--- config.mk ---
export PLATFORM = sky130hd
export DESIGN_NAME = ldma_arbiter
export DESIGN_NICKNAME = d
export VERILOG_FILES = /design/src/ldma_clk_div.v /design/src/ldma_sync_reg.v /design/src/ldma_arbiter.v
export VERILOG_INCLUDE_DIRS = /design/src /design/src/shared
export SDC_FILE = /design/constraint.sdc
export NUM_CORES = 1
export LEC_CHECK = 0
export BUFFER_PORTS_ARGS = -buffer_cell sky130_fd_sc_hd__buf_2
export CAP_MARGIN = 20
export CELL_PAD_IN_SITES_DETAIL_PLACEMENT = 0
export CELL_PAD_IN_SITES_GLOBAL_PLACEMENT = 2
export CORE_MARGIN = 8
export CORE_UTILIZATION = 25
export DETAILED_ROUTE_END_ITERATION = 8
export GPL_TIMING_DRIVEN = 0
export PLACE_DENSITY_LB_ADDON = 0.12
export SLEW_MARGIN = 10
export SYNTH_ARGS = -nofsm -noshare
export SYNTH_HDL_FRONTEND = slang
export SYNTH_SLANG_ARGS = --single-unit
--- constraint.sdc ---
create_clock -name clock_in -period 3 [get_ports clock_in]
set_clock_uncertainty 0.15 [all_clocks]
set_input_delay 0.6 -clock clock_in [delete_from_list [all_inputs] [get_ports clock_in]]
set_output_delay 0.6 -clock clock_in [all_outputs]
set_load 0.005 [all_outputs]
--- src/shared/ldma_consts.vh ---
// Purpose: Constants for the LAN DMA dual-port memory arbiter
// Assumes: 100 MHz system clock; the arbiter logic runs on a half-rate enable
// Notes:   Header holds definitions only
`ifndef LDMA_CONSTS_VH
`define LDMA_CONSTS_VH

// Arbiter state codes
`define LDMA_ST_IDLE      3'h0
`define LDMA_ST_MEM       3'h1
`define LDMA_ST_IO        3'h2
`define LDMA_ST_HOLD      3'h3
`define LDMA_ST_HOLD_MEM  3'h4
`define LDMA_ST_LAN_OWN   3'h5
`define LDMA_STATE_W      3

// Clock divide: arbiter runs at half the oscillator rate
`define LDMA_DIV_RATIO    2
// Address windows
`define LDMA_MEM_WIN_LSB  14
`define LDMA_IO_WIN_LSB   7
// I/O offsets inside the controller window
`define LDMA_IO_OFF_DATA  7'h00
`define LDMA_IO_OFF_HIGH  7'h02
`define LDMA_IO_OFF_STAT  7'h04
// Burst shape
`define LDMA_BURST_WORDS  8
`define LDMA_WORD_BITS    16
`define LDMA_BYTE_BITS    8

`endif

--- src/ldma_clk_div.v ---
// Purpose: One-cycle enable pulse at a divided rate
// Assumes: Single system clock, synchronous active-low reset
// Notes:   Used as the arbiter's half-rate tick
`include "ldma_consts.vh"
module ldma_clk_div #(
  parameter RATIO = `LDMA_DIV_RATIO
) (
  input  wire clock_in,
  input  wire rstn_in,
  output reg  tick_out
);
  reg [7:0] count;

  // Divided tick for the arbiter clock domain
  always @(posedge clock_in) begin
    if (!rstn_in) begin
      count    <= 8'h00;
      tick_out <= 1'b0;
    end else if (count == RATIO[7:0] - 8'h01) begin
      count    <= 8'h00;
      tick_out <= 1'b1;
    end else begin
      count    <= count + 8'h01;
      tick_out <= 1'b0;
    end
  end
endmodule // ldma_clk_div

--- src/ldma_sync_reg.v ---
// Purpose: Clocked input register ahead of the arbiter
// Assumes: Inputs synchronous to clock_in
// Notes:   Loads only on the arbiter tick, as a prelatch would
module ldma_sync_reg #(
  parameter WIDTH = 4,
  parameter [WIDTH-1:0] RESET_VAL = {WIDTH{1'b1}}
) (
  input  wire             clock_in,
  input  wire             rstn_in,
  input  wire             tick_in,
  input  wire [WIDTH-1:0] d_in,
  output reg  [WIDTH-1:0] q_out
);
  // Idle level is the inactive (high) level of each request
  always @(posedge clock_in) begin
    if (!rstn_in) begin
      q_out <= RESET_VAL;
    end else if (tick_in) begin
      q_out <= d_in;
    end
  end
endmodule // ldma_sync_reg

--- src/ldma_arbiter.v ---
// Purpose: Dual-port buffer memory arbiter between a CPU bus and a LAN DMA controller
// Assumes: All inputs synchronous to clock_in; CPU bus reset drives rstn_in
// Notes:   Encoder and media logic live outside; lan_rst_n_out forwards the reset
`include "ldma_consts.vh"

////////////////////////////////////////////////////////////////////////////////
module ldma_arbiter #(
  parameter ADDR_W = 20,
  parameter IOA_W  = 16
) (
  input  wire              clock_in,
  input  wire              rstn_in,
  // CPU bus
  input  wire [ADDR_W-1:0] cpu_mem_addr_in,
  input  wire              cpu_mem_rd_n_in,
  input  wire              cpu_mem_wr_n_in,
  input  wire              cpu_bhe_n_in,
  input  wire [IOA_W-1:0]  cpu_io_addr_in,
  input  wire              cpu_io_rd_n_in,
  input  wire              cpu_io_wr_n_in,
  input  wire [15:0]       cpu_data_in,
  input  wire              host_8bit_in,
  input  wire [ADDR_W-1:0] mem_base_in,
  input  wire [IOA_W-1:0]  io_base_in,
  output reg  [15:0]       cpu_data_out,
  output wire              cpu_ready_out,
  // LAN controller
  input  wire              dma_hold_request_n_in,
  input  wire              lan_bus_state_five_in,
  input  wire              lan_wr_n_in,
  input  wire              lan_bhe_n_in,
  input  wire              lan_a0_in,
  input  wire [15:0]       lan_rd_data_in,
  output reg               dma_hold_grant_out,
  output reg               lan_ctrl_select_n_out,
  output reg               lan_io_wr_out,
  output reg  [15:0]       lan_wr_data_out,
  output wire              lan_rst_n_out,
  output wire              encoder_rst_n_out,
  // Shared RAM
  output reg               memory_grant_n_out,
  output reg               lan_mem_owner_out,
  output wire              ram_we_high_n_out,
  output wire              ram_we_low_n_out
);
  ////////////////////////////////////////////////////////////////////////////
  // Decode helpers
  function in_window;
    input [ADDR_W-1:0] addr;
    input [ADDR_W-1:0] base;
    input integer      lsb;
    integer k;
    begin
      in_window = 1'b1;
      for (k = lsb; k < ADDR_W; k = k + 1) begin
        if (addr[k] != base[k]) begin
          in_window = 1'b0;
        end
      end
    end
  endfunction

  wire mem_hit;
  wire io_hit;
  wire [6:0] io_off;
  assign mem_hit = in_window(cpu_mem_addr_in, mem_base_in, `LDMA_MEM_WIN_LSB);
  assign io_hit  = in_window({{(ADDR_W-IOA_W){1'b0}}, cpu_io_addr_in},
                             {{(ADDR_W-IOA_W){1'b0}}, io_base_in}, `LDMA_IO_WIN_LSB);
  assign io_off  = cpu_io_addr_in[`LDMA_IO_WIN_LSB-1:0];

  wire stat_acc;
  wire high_acc;
  assign stat_acc = io_hit && (io_off == `LDMA_IO_OFF_STAT);
  assign high_acc = host_8bit_in && io_hit && (io_off == `LDMA_IO_OFF_HIGH);

  // Raw active-low requests; status and upper-byte accesses bypass the controller
  wire memory_request_raw_n;
  wire io_request_raw_n;
  wire io_strobe;
  assign io_strobe = !cpu_io_rd_n_in || !cpu_io_wr_n_in;
  assign memory_request_raw_n = !(mem_hit && (!cpu_mem_rd_n_in || !cpu_mem_wr_n_in));
  assign io_request_raw_n = !(io_hit && !stat_acc && !high_acc && io_strobe);

  ////////////////////////////////////////////////////////////////////////////
  // Half-rate tick and input register
  wire tick;
  ldma_clk_div #(.RATIO(`LDMA_DIV_RATIO)) u_div (
    .clock_in (clock_in),
    .rstn_in  (rstn_in),
    .tick_out (tick)
  );

  wire [3:0] req_q;
  ldma_sync_reg #(.WIDTH(4), .RESET_VAL(4'hb)) u_sync (
    .clock_in (clock_in),
    .rstn_in  (rstn_in),
    .tick_in  (tick),
    .d_in     ({dma_hold_request_n_in, lan_bus_state_five_in, io_request_raw_n, memory_request_raw_n}),
    .q_out    (req_q)
  );
  wire dma_hold_request_n;
  wire bus_state_five;
  wire io_request_n;
  wire memory_request_n;
  assign dma_hold_request_n = req_q[3];
  assign bus_state_five     = req_q[2];
  assign io_request_n       = req_q[1];
  assign memory_request_n   = req_q[0];

  assign lan_rst_n_out     = rstn_in;
  assign encoder_rst_n_out = rstn_in;

  ////////////////////////////////////////////////////////////////////////////
  // Arbiter state machine
  reg [`LDMA_STATE_W-1:0] state;
  reg [`LDMA_STATE_W-1:0] next_state;

  always @* begin
    next_state = state;
    case (state)
      `LDMA_ST_IDLE: begin
        if (!dma_hold_request_n) begin
          next_state = `LDMA_ST_HOLD;
        end else if (!io_request_n) begin
          next_state = `LDMA_ST_IO;
        end else if (!memory_request_n) begin
          next_state = `LDMA_ST_MEM;
        end
      end
      `LDMA_ST_MEM: begin
        if (memory_request_n) begin
          next_state = `LDMA_ST_IDLE;
        end
      end
      `LDMA_ST_IO: begin
        if (io_request_n) begin
          next_state = `LDMA_ST_IDLE;
        end
      end
      `LDMA_ST_HOLD: begin
        if (dma_hold_request_n) begin
          next_state = `LDMA_ST_IDLE;
        end else if (bus_state_five) begin
          next_state = `LDMA_ST_LAN_OWN;
        end else if (!memory_request_n) begin
          next_state = `LDMA_ST_HOLD_MEM;
        end
      end
      `LDMA_ST_HOLD_MEM: begin
        // CPU cycle finishes before the LAN takes the RAM
        if (memory_request_n) begin
          next_state = `LDMA_ST_HOLD;
        end
      end
      `LDMA_ST_LAN_OWN: begin
        // No preemption: RAM stays with the LAN until the burst ends
        if (dma_hold_request_n) begin
          next_state = `LDMA_ST_IDLE;
        end
      end
      default: begin
        next_state = `LDMA_ST_IDLE;
      end
    endcase
  end

  always @(posedge clock_in) begin
    if (!rstn_in) begin
      state <= `LDMA_ST_IDLE;
    end else if (tick) begin
      state <= next_state;
    end
  end

  ////////////////////////////////////////////////////////////////////////////
  // Registered grant outputs
  always @(posedge clock_in) begin
    if (!rstn_in) begin
      dma_hold_grant_out    <= 1'b0;
      lan_ctrl_select_n_out <= 1'b1;
      memory_grant_n_out    <= 1'b1;
      lan_mem_owner_out     <= 1'b0;
    end else begin
      dma_hold_grant_out    <= (state == `LDMA_ST_HOLD) || (state == `LDMA_ST_HOLD_MEM)
                               || (state == `LDMA_ST_LAN_OWN);
      // Select never asserted while hold grant is up
      lan_ctrl_select_n_out <= !(state == `LDMA_ST_IO);
      memory_grant_n_out    <= !((state == `LDMA_ST_MEM) || (state == `LDMA_ST_HOLD_MEM));
      lan_mem_owner_out     <= (state == `LDMA_ST_LAN_OWN);
    end
  end

  // Ready: status and staged upper byte answer at once; others wait for grant
  // Writes there are acknowledged too, so a stray write cannot hang the bus
  assign cpu_ready_out = ((stat_acc || high_acc) && io_strobe)
                         || !memory_grant_n_out || !lan_ctrl_select_n_out;

  ////////////////////////////////////////////////////////////////////////////
  // Byte write enables for the two 8-bit RAMs
  wire cpu_we;
  wire lan_we;
  assign cpu_we = !memory_grant_n_out && !cpu_mem_wr_n_in;
  assign lan_we = lan_mem_owner_out && !lan_wr_n_in;
  assign ram_we_low_n_out  = !((cpu_we && !cpu_mem_addr_in[0]) || (lan_we && !lan_a0_in));
  assign ram_we_high_n_out = !((cpu_we && !cpu_bhe_n_in) || (lan_we && !lan_bhe_n_in));

  ////////////////////////////////////////////////////////////////////////////
  // 8-bit host byte staging
  reg [`LDMA_BYTE_BITS-1:0] upper_data_byte;
  reg [`LDMA_BYTE_BITS-1:0] upper_read_byte;
  reg                       io_wr_q;
  wire                      io_wr_now;
  assign io_wr_now = !lan_ctrl_select_n_out && !cpu_io_wr_n_in;

  always @(posedge clock_in) begin
    if (!rstn_in) begin
      upper_data_byte <= 8'h00;
      upper_read_byte <= 8'h00;
      io_wr_q         <= 1'b0;
      lan_io_wr_out   <= 1'b0;
      lan_wr_data_out <= 16'h0000;
    end else begin
      io_wr_q       <= io_wr_now;
      lan_io_wr_out <= 1'b0;
      // Upper-byte write goes to the latch only, lower completes the word
      if (host_8bit_in && io_hit && !cpu_io_wr_n_in && (io_off == `LDMA_IO_OFF_HIGH)) begin
        upper_data_byte <= cpu_data_in[7:0];
      end
      if (io_wr_now && !io_wr_q) begin
        lan_io_wr_out <= 1'b1;
        if (host_8bit_in) begin
          lan_wr_data_out <= {upper_data_byte, cpu_data_in[7:0]};
        end else begin
          lan_wr_data_out <= cpu_data_in;
        end
      end
      if (!lan_ctrl_select_n_out && !cpu_io_rd_n_in) begin
        upper_read_byte <= lan_rd_data_in[15:8];
      end
    end
  end

  // Read data mux; memory reads pass both bytes straight through
  always @(posedge clock_in) begin
    if (!rstn_in) begin
      cpu_data_out <= 16'h0000;
    end else if (stat_acc && !cpu_io_rd_n_in) begin
      cpu_data_out <= {15'h0000, dma_hold_grant_out};
    end else if (high_acc && !cpu_io_rd_n_in) begin
      cpu_data_out <= {8'h00, upper_read_byte};
    end else if (!lan_ctrl_select_n_out && host_8bit_in) begin
      cpu_data_out <= {8'h00, lan_rd_data_in[7:0]};
    end else begin
      cpu_data_out <= lan_rd_data_in;
    end
  end
endmodule // ldma_arbiter

==> flow_summary.json, run 1 <==
{
  "outcome": "complete, no violations",
  "cts_hold_buf": 0,
  "p_per_area_nw_per_um2": 607.4,
  "required_ns": 2.25,
  "cts_setup_buffers": 0,
  "wl_mm": 9.135,
  "finalCritPeriodShare": 0.9691,
  "antenna_left": 0,
  "clk_latency_ns": 0.32,
  "wl_per_cell_um": 15.12,
  "grt-ovfl-total": 0,
  "synth_top_flop_cell": "dfxtp_1",
  "met3_usage": 0.04420,
  "fin_nets": 572,
  "syn-num-nets": 437,
  "cts.sinks": 70,
  "cp-start-kind": "input port",
  "clk_path_buf_depth": 2,
  "max_clock_freq_mhz": 344.0,
  "dieArea_um2": 15630,
  "hold_ws_ns": 0.2782,
  "cp.arrival_ns": 2.16,
  "fin_total_pwr_uw": 2528,
  "worst_slew_pin_slew_ns": 0.7279,
  "die_w_um": 125,
  "dpl.hpwl_mm": 7.081,
  "busiest_layer": "met2",
  "path_class": "in -> out",
  "dpl-instance-area_um2": 3770,
  "slew_viol_final": 0,
  "synth-seq-cells": 70,
  "final_cell_mix": "126 x buf_2, 70 x dfxtp_1, 40 x nor2_1",
  "port_buffers": 123,
  "avgSynthCellArea_um2": 9.341,
  "grt_use_met1": 0.1479,
  "first_global_vias": 2774,
  "synth_area_leaders": "dfxtp_1 47%, mux2i_1 8.8%, nor2_1 5.1%, xor2_1 4.4%, nand2_1 4.3%",
  "worstPathMaxFanout": 4,
  "drtIter0Drc": 112,
  "fin_area_um2": 4161,
  "numCtsBuffers": 9,
  "cts_tree": "done",
  "gp_congestion": 0.7692,
  "layout_commonest_cell": "buf_2",
  "rows": 40,
  "synth_edf_count": 0,
  "syn_inst": 318,
  "fp.dieH_um": 125,
  "grt_max_degree": 13,
  "hp-class": "reg -> reg",
  "ys_types": 43,
  "antenna_found_initial": 0,
  "clk_root_buffer_cell": "clkbuf_16",
  "track_usage": 0.1155,
  "vdd_drop_max_mv": 0.3756,
  "diodes": 0,
  "viasPerCell": 4.459,
  "ctsHtreeMaxLevel": 3,
  "num_vias": 2693,
  "grt_pass1_wl_mm": 14.55,
  "area_delta_synth_final_pct": 40.10,
  "maxCapViolCount": 0,
  "yosysTopAreaCell": "dfxtp_1",
  "fin_tns_setup_ns": 0,
  "clk_pin_slew_ns": 0.06,
  "ios": 159,
  "setup_viol": 0,
  "postSynth.asyncResetShare": 0,
  "crit_path_end_kind": "output pin",
  "netlist_area_um2": 2970,
  "first_pass_iters": 4,
  "final_core_util": 0.3523,
  "core_area_um2": 11810,
  "ys_warn_count": 0,
  "start_util": 0.2515,
  "leakage_uw": 0.001895,
  "yosysTopAreaCellShare": 0.4718,
  "hold_viol": 0,
  "rsz0062_at_grt": "false",
  "yosysSeqAreaShare": 0.4718,
  "ctsResizeCount": 0,
  "drive_gt1_frac": 0.3370,
  "drc": 0,
  "use_met2": 0.1758,
  "slew_headroom": 0.5110,
  "layout_min_cycle_time_ns": 2.907
}
registers in the layout, summed over array words and instances, names as in the netlist, 3 cells and up:
register	cells
cpu_data_out	16
lan_wr_data_out	16
state	3
u_div.count	8
u_sync.q_out	4
upper_data_byte	8
upper_read_byte	8
layer usage:
| layer | wire (um) | vias to the layer above | part of all wire |
|---|---|---|---|
| met5 | 0 | - | 0 |
| met4 | 89 | 0 | 0.0097 |
| met3 | 708 | 7 | 0.078 |
| met2 | 3876 | 92 | 0.42 |
| met1 | 4461 | 1219 | 0.49 |
| li1 | - | 1375 | - |
report_power, final:
group          internal [uW]  leakage [uW]  switching (uW)
logic                   91.5       0.00114            99.1
clock network            977      0.000186             397
registers                950      0.000569            12.1
total                   2020       0.00190             509
per-stage QoR:
stage | instances | setup slack, ns
floorplan | 318 | 0.3742
global placement | 588 | 0.06945
detailed placement | 588 | 0.07406
CTS | 603 | 0.07010
global route | 604 | 0.02159
finish | 604 | 0.09277
cells in the mapped netlist, drive strengths merged, types with 2 or more instances:
cell type	instances
and3	3
clkbuf	12
nand4	4
inv	3
a211oi	9
dfxtp	70
nand2	34
or4	2
buf	5
nor2b	3
and2	8
or3	3
a21oi	19
o32a	2
nor4	4
nor2	40
nor3	7
o22ai	3
nor4bb	2
nand3	10
xor2	15
o21ai	12
mux2i	26
ha	2
nand2b	4
xnor2	7
o311a	2
area by class of cell:
type                       count  area [um^2]
multi-input combinational    228         1483
tap                          147        183.9
fill                        1243         7650
timing repair buffer         124        623.1
inverter                       3        11.26
buffer                        17        75.07
sequential                    70         1401
clock inverter                 6        158.9
clock buffer                   9        225.2
path summary, 6_finish.rpt:
kind | start | end | slack, ns | cells after the start
worst max-delay path | cpu_io_addr_in[0] | cpu_ready_out | 0.09 | 6
worst min-delay path | io_wr_q | lan_io_wr_out | 0.28 | 1
worst max register to register | lan_ctrl_select_n_out | lan_wr_data_out[13] | 1.00 | 4
worst min register to register | io_wr_q | lan_io_wr_out | 0.28 | 1
critical path: stages:
cell     delay (ns)
buf_2          0.10
or4_4          0.57
a211o_1        0.30
or3b_1         0.36
nand3_1        0.10
buf_2          0.13
cells by family after synthesis:
family / share of synthesized area
and+or+nand+nor: 0.2279
DFF: 0.4718
AOI/OAI and AO/OA: 0.1104
muxes: 0.08762
xor gates and xnor gates: 0.06487
buffers and inverters: 0.02906
adders and majority gates: 0.008423
Power figures use the tool's default switching activity.
==> run 2: changes to the inputs <==
- PLACE_DENSITY_LB_ADDON: 0.12 -> 0.2
==> flow_summary.json, run 2 (synthesis gave the netlist of run 1 again) <==
{
  "vdd_drop_max_mv": 0.2328,
  "num_vias": 2674,
  "reg2reg_depth": 4,
  "slew_viol_final": 0,
  "rsz0062_at_grt": "false",
  "antenna_left": 0,
  "hold_viol": 0,
  "max_clock_freq_mhz": 345.5,
  "port_buffers": 123,
  "reg2reg_from": "lan_ctrl_select_n_out",
  "core_area_um2": 11810,
  "final_cell_mix": "125 x buf_2, 70 x dfxtp_1, 40 x nor2_1",
  "clk_root_buffer_cell": "clkbuf_16",
  "hold_ws_ns": 0.2783,
  "grt_pass1_wl_mm": 14.72,
  "leakage_uw": 0.001861,
  "finalNonFillerCells": 605,
  "outcome": "complete, no violations",
  "path_class": "in -> out",
  "timing.rr.end": "lan_wr_data_out[15]",
  "layout_commonest_cell": "buf_2",
  "drive_gt1_frac": 0.3384,
  "fin_tns_setup_ns": 0,
  "cts.sinks": 70,
  "antenna_found_initial": 0,
  "finalCritPeriodShare": 0.9648,
  "slew_headroom": 0.4559,
  "worst_slew_pin_slew_ns": 0.8100,
  "crit_path_end_kind": "output pin",
  "ios": 159,
  "drc": 0,
  "rows": 40,
  "gp_congestion": 0.8002,
  "cp.arrival_ns": 2.14,
  "first_pass_iters": 4,
  "hp-class": "reg -> reg",
  "area_delta_synth_final_pct": 37.57,
  "hp-start": "io_wr_q",
  "fp.dieH_um": 125,
  "first_global_vias": 2777,
  "layout_min_cycle_time_ns": 2.895,
  "viasPerCell": 4.420,
  "cp-start-kind": "input port",
  "dp_cells": 588,
  "r2r_slack_ns": 0.92,
  "wl_per_cell_um": 14.96,
  "diodes": 0,
  "worstPathMaxFanout": 4,
  "p_per_area_nw_per_um2": 542.2,
  "dpl-instance-area_um2": 3770,
  "ctsHtreeMaxLevel": 3,
  "clk_path_buf_depth": 2,
  "die_w_um": 125,
  "min_to": "lan_io_wr_out",
  "cts_tree": "done",
  "reg.largest.list": "cpu_data_out x16, lan_wr_data_out x16",
  "wl_mm": 9.052,
  "cts_hold_buf": 0,
  "dpl.hpwl_mm": 7.087,
  "whs_path_depth": 1,
  "worst_slack_ns": 0.1055,
  "required_ns": 2.25,
  "grt_max_degree": 13,
  "numCtsBuffers": 9,
  "clk_latency_ns": 0.32,
  "drtIter0Drc": 71,
  "fin_nets": 572,
  "start_util": 0.2515,
  "clk_pin_slew_ns": 0.06,
  "setup_viol": 0,
  "track_usage": 0.1159,
  "preCtsSetupSlack_ns": 0.07288,
  "grt-ovfl-total": 0,
  "dieArea_um2": 15630,
  "fin_area_um2": 4086,
  "maxCapViolCount": 0
}
-- run 2: changes by cell type in the layout (fill, tap and decap cells not counted) --
cell,previous run,this run
nor3_2,2,1
clkinv_2,0,3
clkbuf_8,0,1
bufinv_16,5,1
clkinvlp_4,0,1
clkbuf_4,0,1
buf_2,126,125
nor3_4,0,1
-- run 2: final cells by class --
class	instances	area (um^2)
buffer	17	77.57
clock buffer	10	239.0
clock inverter	6	61.31
fill	1270	7725
inverter	3	11.26
multi-input combinational	228	1489
sequential	70	1401
tap	147	183.9
timing repair buffer	124	623.1
-- run 2: what timing repair did --
item	in CTS	in global routing
endpoints found under the hold margin	0	0
endpoints found under the setup margin	0	1
buffers inserted	0	1
resized for setup	0	2
-- run 2: stage by stage --
stage                 util  power [uW]
floorplan                -        1073
global placement    0.3192        1176
detailed placement  0.3192        1177
CTS                 0.3446        2251
global route        0.3460        2311
finish              0.3460        2216
-- run 2: routing by layer --
metal	share of wire	vias up	wire [um]	global-route usage
met5	0	-	0	0
li1	-	1370	-	-
met3	0.083	4	754	0.05057
met1	0.48	1204	4328	0.1440
met2	0.43	96	3907	0.1809
met4	0.0067	0	61	0.02650
-- run 2: worst max-delay path by stage --
stage,start,endpoint,slack (ns),cells after the start
after floorplan,cpu_io_addr_in[0],cpu_ready_out,0.37,4
after global placement,io_base_in[13],cpu_ready_out,0.08,7
after detailed placement,io_base_in[13],cpu_ready_out,0.07,7
after CTS,io_base_in[13],cpu_ready_out,0.07,7
after global routing,cpu_io_addr_in[0],cpu_ready_out,0.01,6
final,cpu_io_addr_in[0],cpu_ready_out,0.11,6
-- run 2: critical path, cell delays in order --
cell     delay (ns)
buf_2          0.10
or4_4          0.57
a211o_1        0.31
or3b_1         0.36
nand3_1        0.09
buf_2          0.12
-- run 2: where the power goes --
part,switching (uW),total (uW),internal [uW],leakage [uW]
Sequential,13.2,964,950,0.000569
Clock,397,1060,663,0.000148
Combinational,100,193,92.7,0.00114
==> run 3: changes to the inputs <==
- REMOVE_ABC_BUFFERS: unset -> 1
==> flow_summary.json, run 3 (synthesis gave the netlist of run 1 again) <==
{
  "outcome": "complete, no violations",
  "maxCapViolCount": 0,
  "clk_latency_ns": 0.32,
  "slew_headroom": 0.4688,
  "clk_path_buf_depth": 2,
  "drc": 0,
  "layout_min_cycle_time_ns": 2.909,
  "reg2reg_from": "state[0]",
  "max_clock_freq_mhz": 343.7,
  "cts.sinks": 70,
  "clk_root_buffer_cell": "clkbuf_16",
  "dieArea_um2": 15630,
  "required_ns": 2.25,
  "antenna_found_initial": 0,
  "cp.arrival_ns": 2.16,
  "finalCritPeriodShare": 0.9697,
  "reg2reg_depth": 5,
  "slew_viol_final": 0,
  "crit_chain": "buf_2 > or4_4 > a211o_1 > or3b_1 > nand3_1 > buf_2",
  "first_pass_iters": 4,
  "antenna_left": 0,
  "crit_path_end_kind": "output pin",
  "viasPerCell": 4.488,
  "worst_slack_ns": 0.09090,
  "wl_per_cell_um": 15.00,
  "port_buffers": 124,
  "clk_pin_slew_ns": 0.06,
  "drtIter0Drc": 67,
  "cp_top_family": "simple AND/OR/NAND/NOR gates",
  "area_delta_synth_final_pct": 36.44,
  "vdd_drop_max_mv": 0.2488,
  "r2r_slack_ns": 0.98,
  "worst_slew_pin_slew_ns": 0.7956,
  "setup_viol": 0,
  "grt_pass1_wl_mm": 14.72,
  "preCtsSetupSlack_ns": 0.05820,
  "ctsHtreeMaxLevel": 3,
  "grt_max_degree": 43,
  "numCtsBuffers": 9,
  "ios": 159,
  "cts_tree": "done",
  "cp-start-kind": "input port",
  "grt-ovfl-total": 0,
  "diodes": 0,
  "reg.largest.list": "cpu_data_out x16, lan_wr_data_out x16",
  "timing.rr.end": "state[1]",
  "wl_mm": 8.879,
  "leakage_uw": 0.001842,
  "cpPeakStageDelay_ns": 0.57,
  "critPathBufInv": 2,
  "endpoint": "cpu_ready_out",
  "crit_top_cell": "buf_2",
  "final_cell_mix": "124 x buf_2, 70 x dfxtp_1, 40 x nor2_1",
  "rows": 40,
  "hp-class": "reg -> reg",
  "die_w_um": 125,
  "hold_viol": 0,
  "gp_congestion": 0.7473,
  "core_area_um2": 11810,
  "drive_gt1_frac": 0.3506,
  "num_vias": 2657,
  "rsz0062_at_grt": "false",
  "fp.dieH_um": 125,
  "p_per_area_nw_per_um2": 552.1,
  "fin_tns_setup_ns": 0,
  "cp-startpoint": "cpu_io_addr_in[0]",
  "fin_nets": 559,
  "layout_commonest_cell": "buf_2",
  "start_util": 0.2515,
  "track_usage": 0.1159,
  "cpMaxStageDelayCell": "or4_4",
  "worstPathMaxFanout": 4,
  "path_class": "in -> out",
  "first_global_vias": 2776,
  "dpl.hpwl_mm": 6.650,
  "cp.depth": 6
}
run 3: changes by cell type in the layout (fill, tap and decap cells not counted), sizes merged:
cell	previous run	this run
clkbuf	23	10
inv	3	5
clkinv	4	2
run 3: how the worst min path moves through the flow:
stage | start | endpoint | slack (ns) | cells past startpoint
6_report | lan_wr_data_out[3] | lan_wr_data_out[3] | 0.30 | 2
3_5_place_dp | lan_wr_data_out[0] | lan_wr_data_out[0] | 0.30 | 2
4_1_cts | lan_wr_data_out[0] | lan_wr_data_out[0] | 0.30 | 2
2_1_floorplan | io_wr_q | lan_io_wr_out | 0.26 | 1
3_3_place_gp | io_wr_q | lan_io_wr_out | 0.28 | 1
5_1_grt | lan_wr_data_out[3] | lan_wr_data_out[3] | 0.33 | 2
run 3: area by class of cell:
cell class	count	area (um^2)
flip-flops and latches	70	1401
well taps	147	183.9
repair buffers	128	654.4
multi-input cells	228	1494
clock buffers	10	239.0
inverters	3	11.26
clock inverters	6	68.82
fillers	1277	7759
run 3: layer usage:
layer / global-route usage / share of wire / vias up
met2: 0.1783 / 0.43 / 98
met1: 0.1446 / 0.48 / 1199
met5: 0 / 0 / -
li1: - / - / 1352
met3: 0.04335 / 0.077 / 8
met4: 0.04298 / 0.013 / 0
run 3: what timing repair did:
item	CTS	global route
gates resized for setup	0	1
buffers inserted	0	2
endpoints found under the setup margin	0	1
hold buffers	0	0
run 3: through the flow:
stage | hold WS, ns | utilization | cells | power (uW) | area (um^2)
after floorplan | 0.2551 | - | 301 | 1063 | 2895
after global placement | 0.2837 | 0.3132 | 572 | 1168 | 3700
after detailed placement | 0.2956 | 0.3153 | 574 | 1172 | 3724
after CTS | 0.3046 | 0.3413 | 590 | 2275 | 4031
after global routing | 0.3285 | 0.3431 | 592 | 2336 | 4053
final | 0.3023 | 0.3431 | 592 | 2238 | 4053
run 3: power by group:
group          leakage [uW]  total, uW  switching, uW  internal, uW
Sequential         0.000569        968           17.4           950
Clock              0.000149       1090            415           672
Combinational       0.00112        184           94.6          89.0
run 3: worst register-to-register path: stages (launching register included):
cell,delay [ns]
dfxtp_1,0.54
or4bb_1,0.51
o311a_1,0.14
o311ai_1,0.22
mux2i_1,0.27
nor2_1,0.05
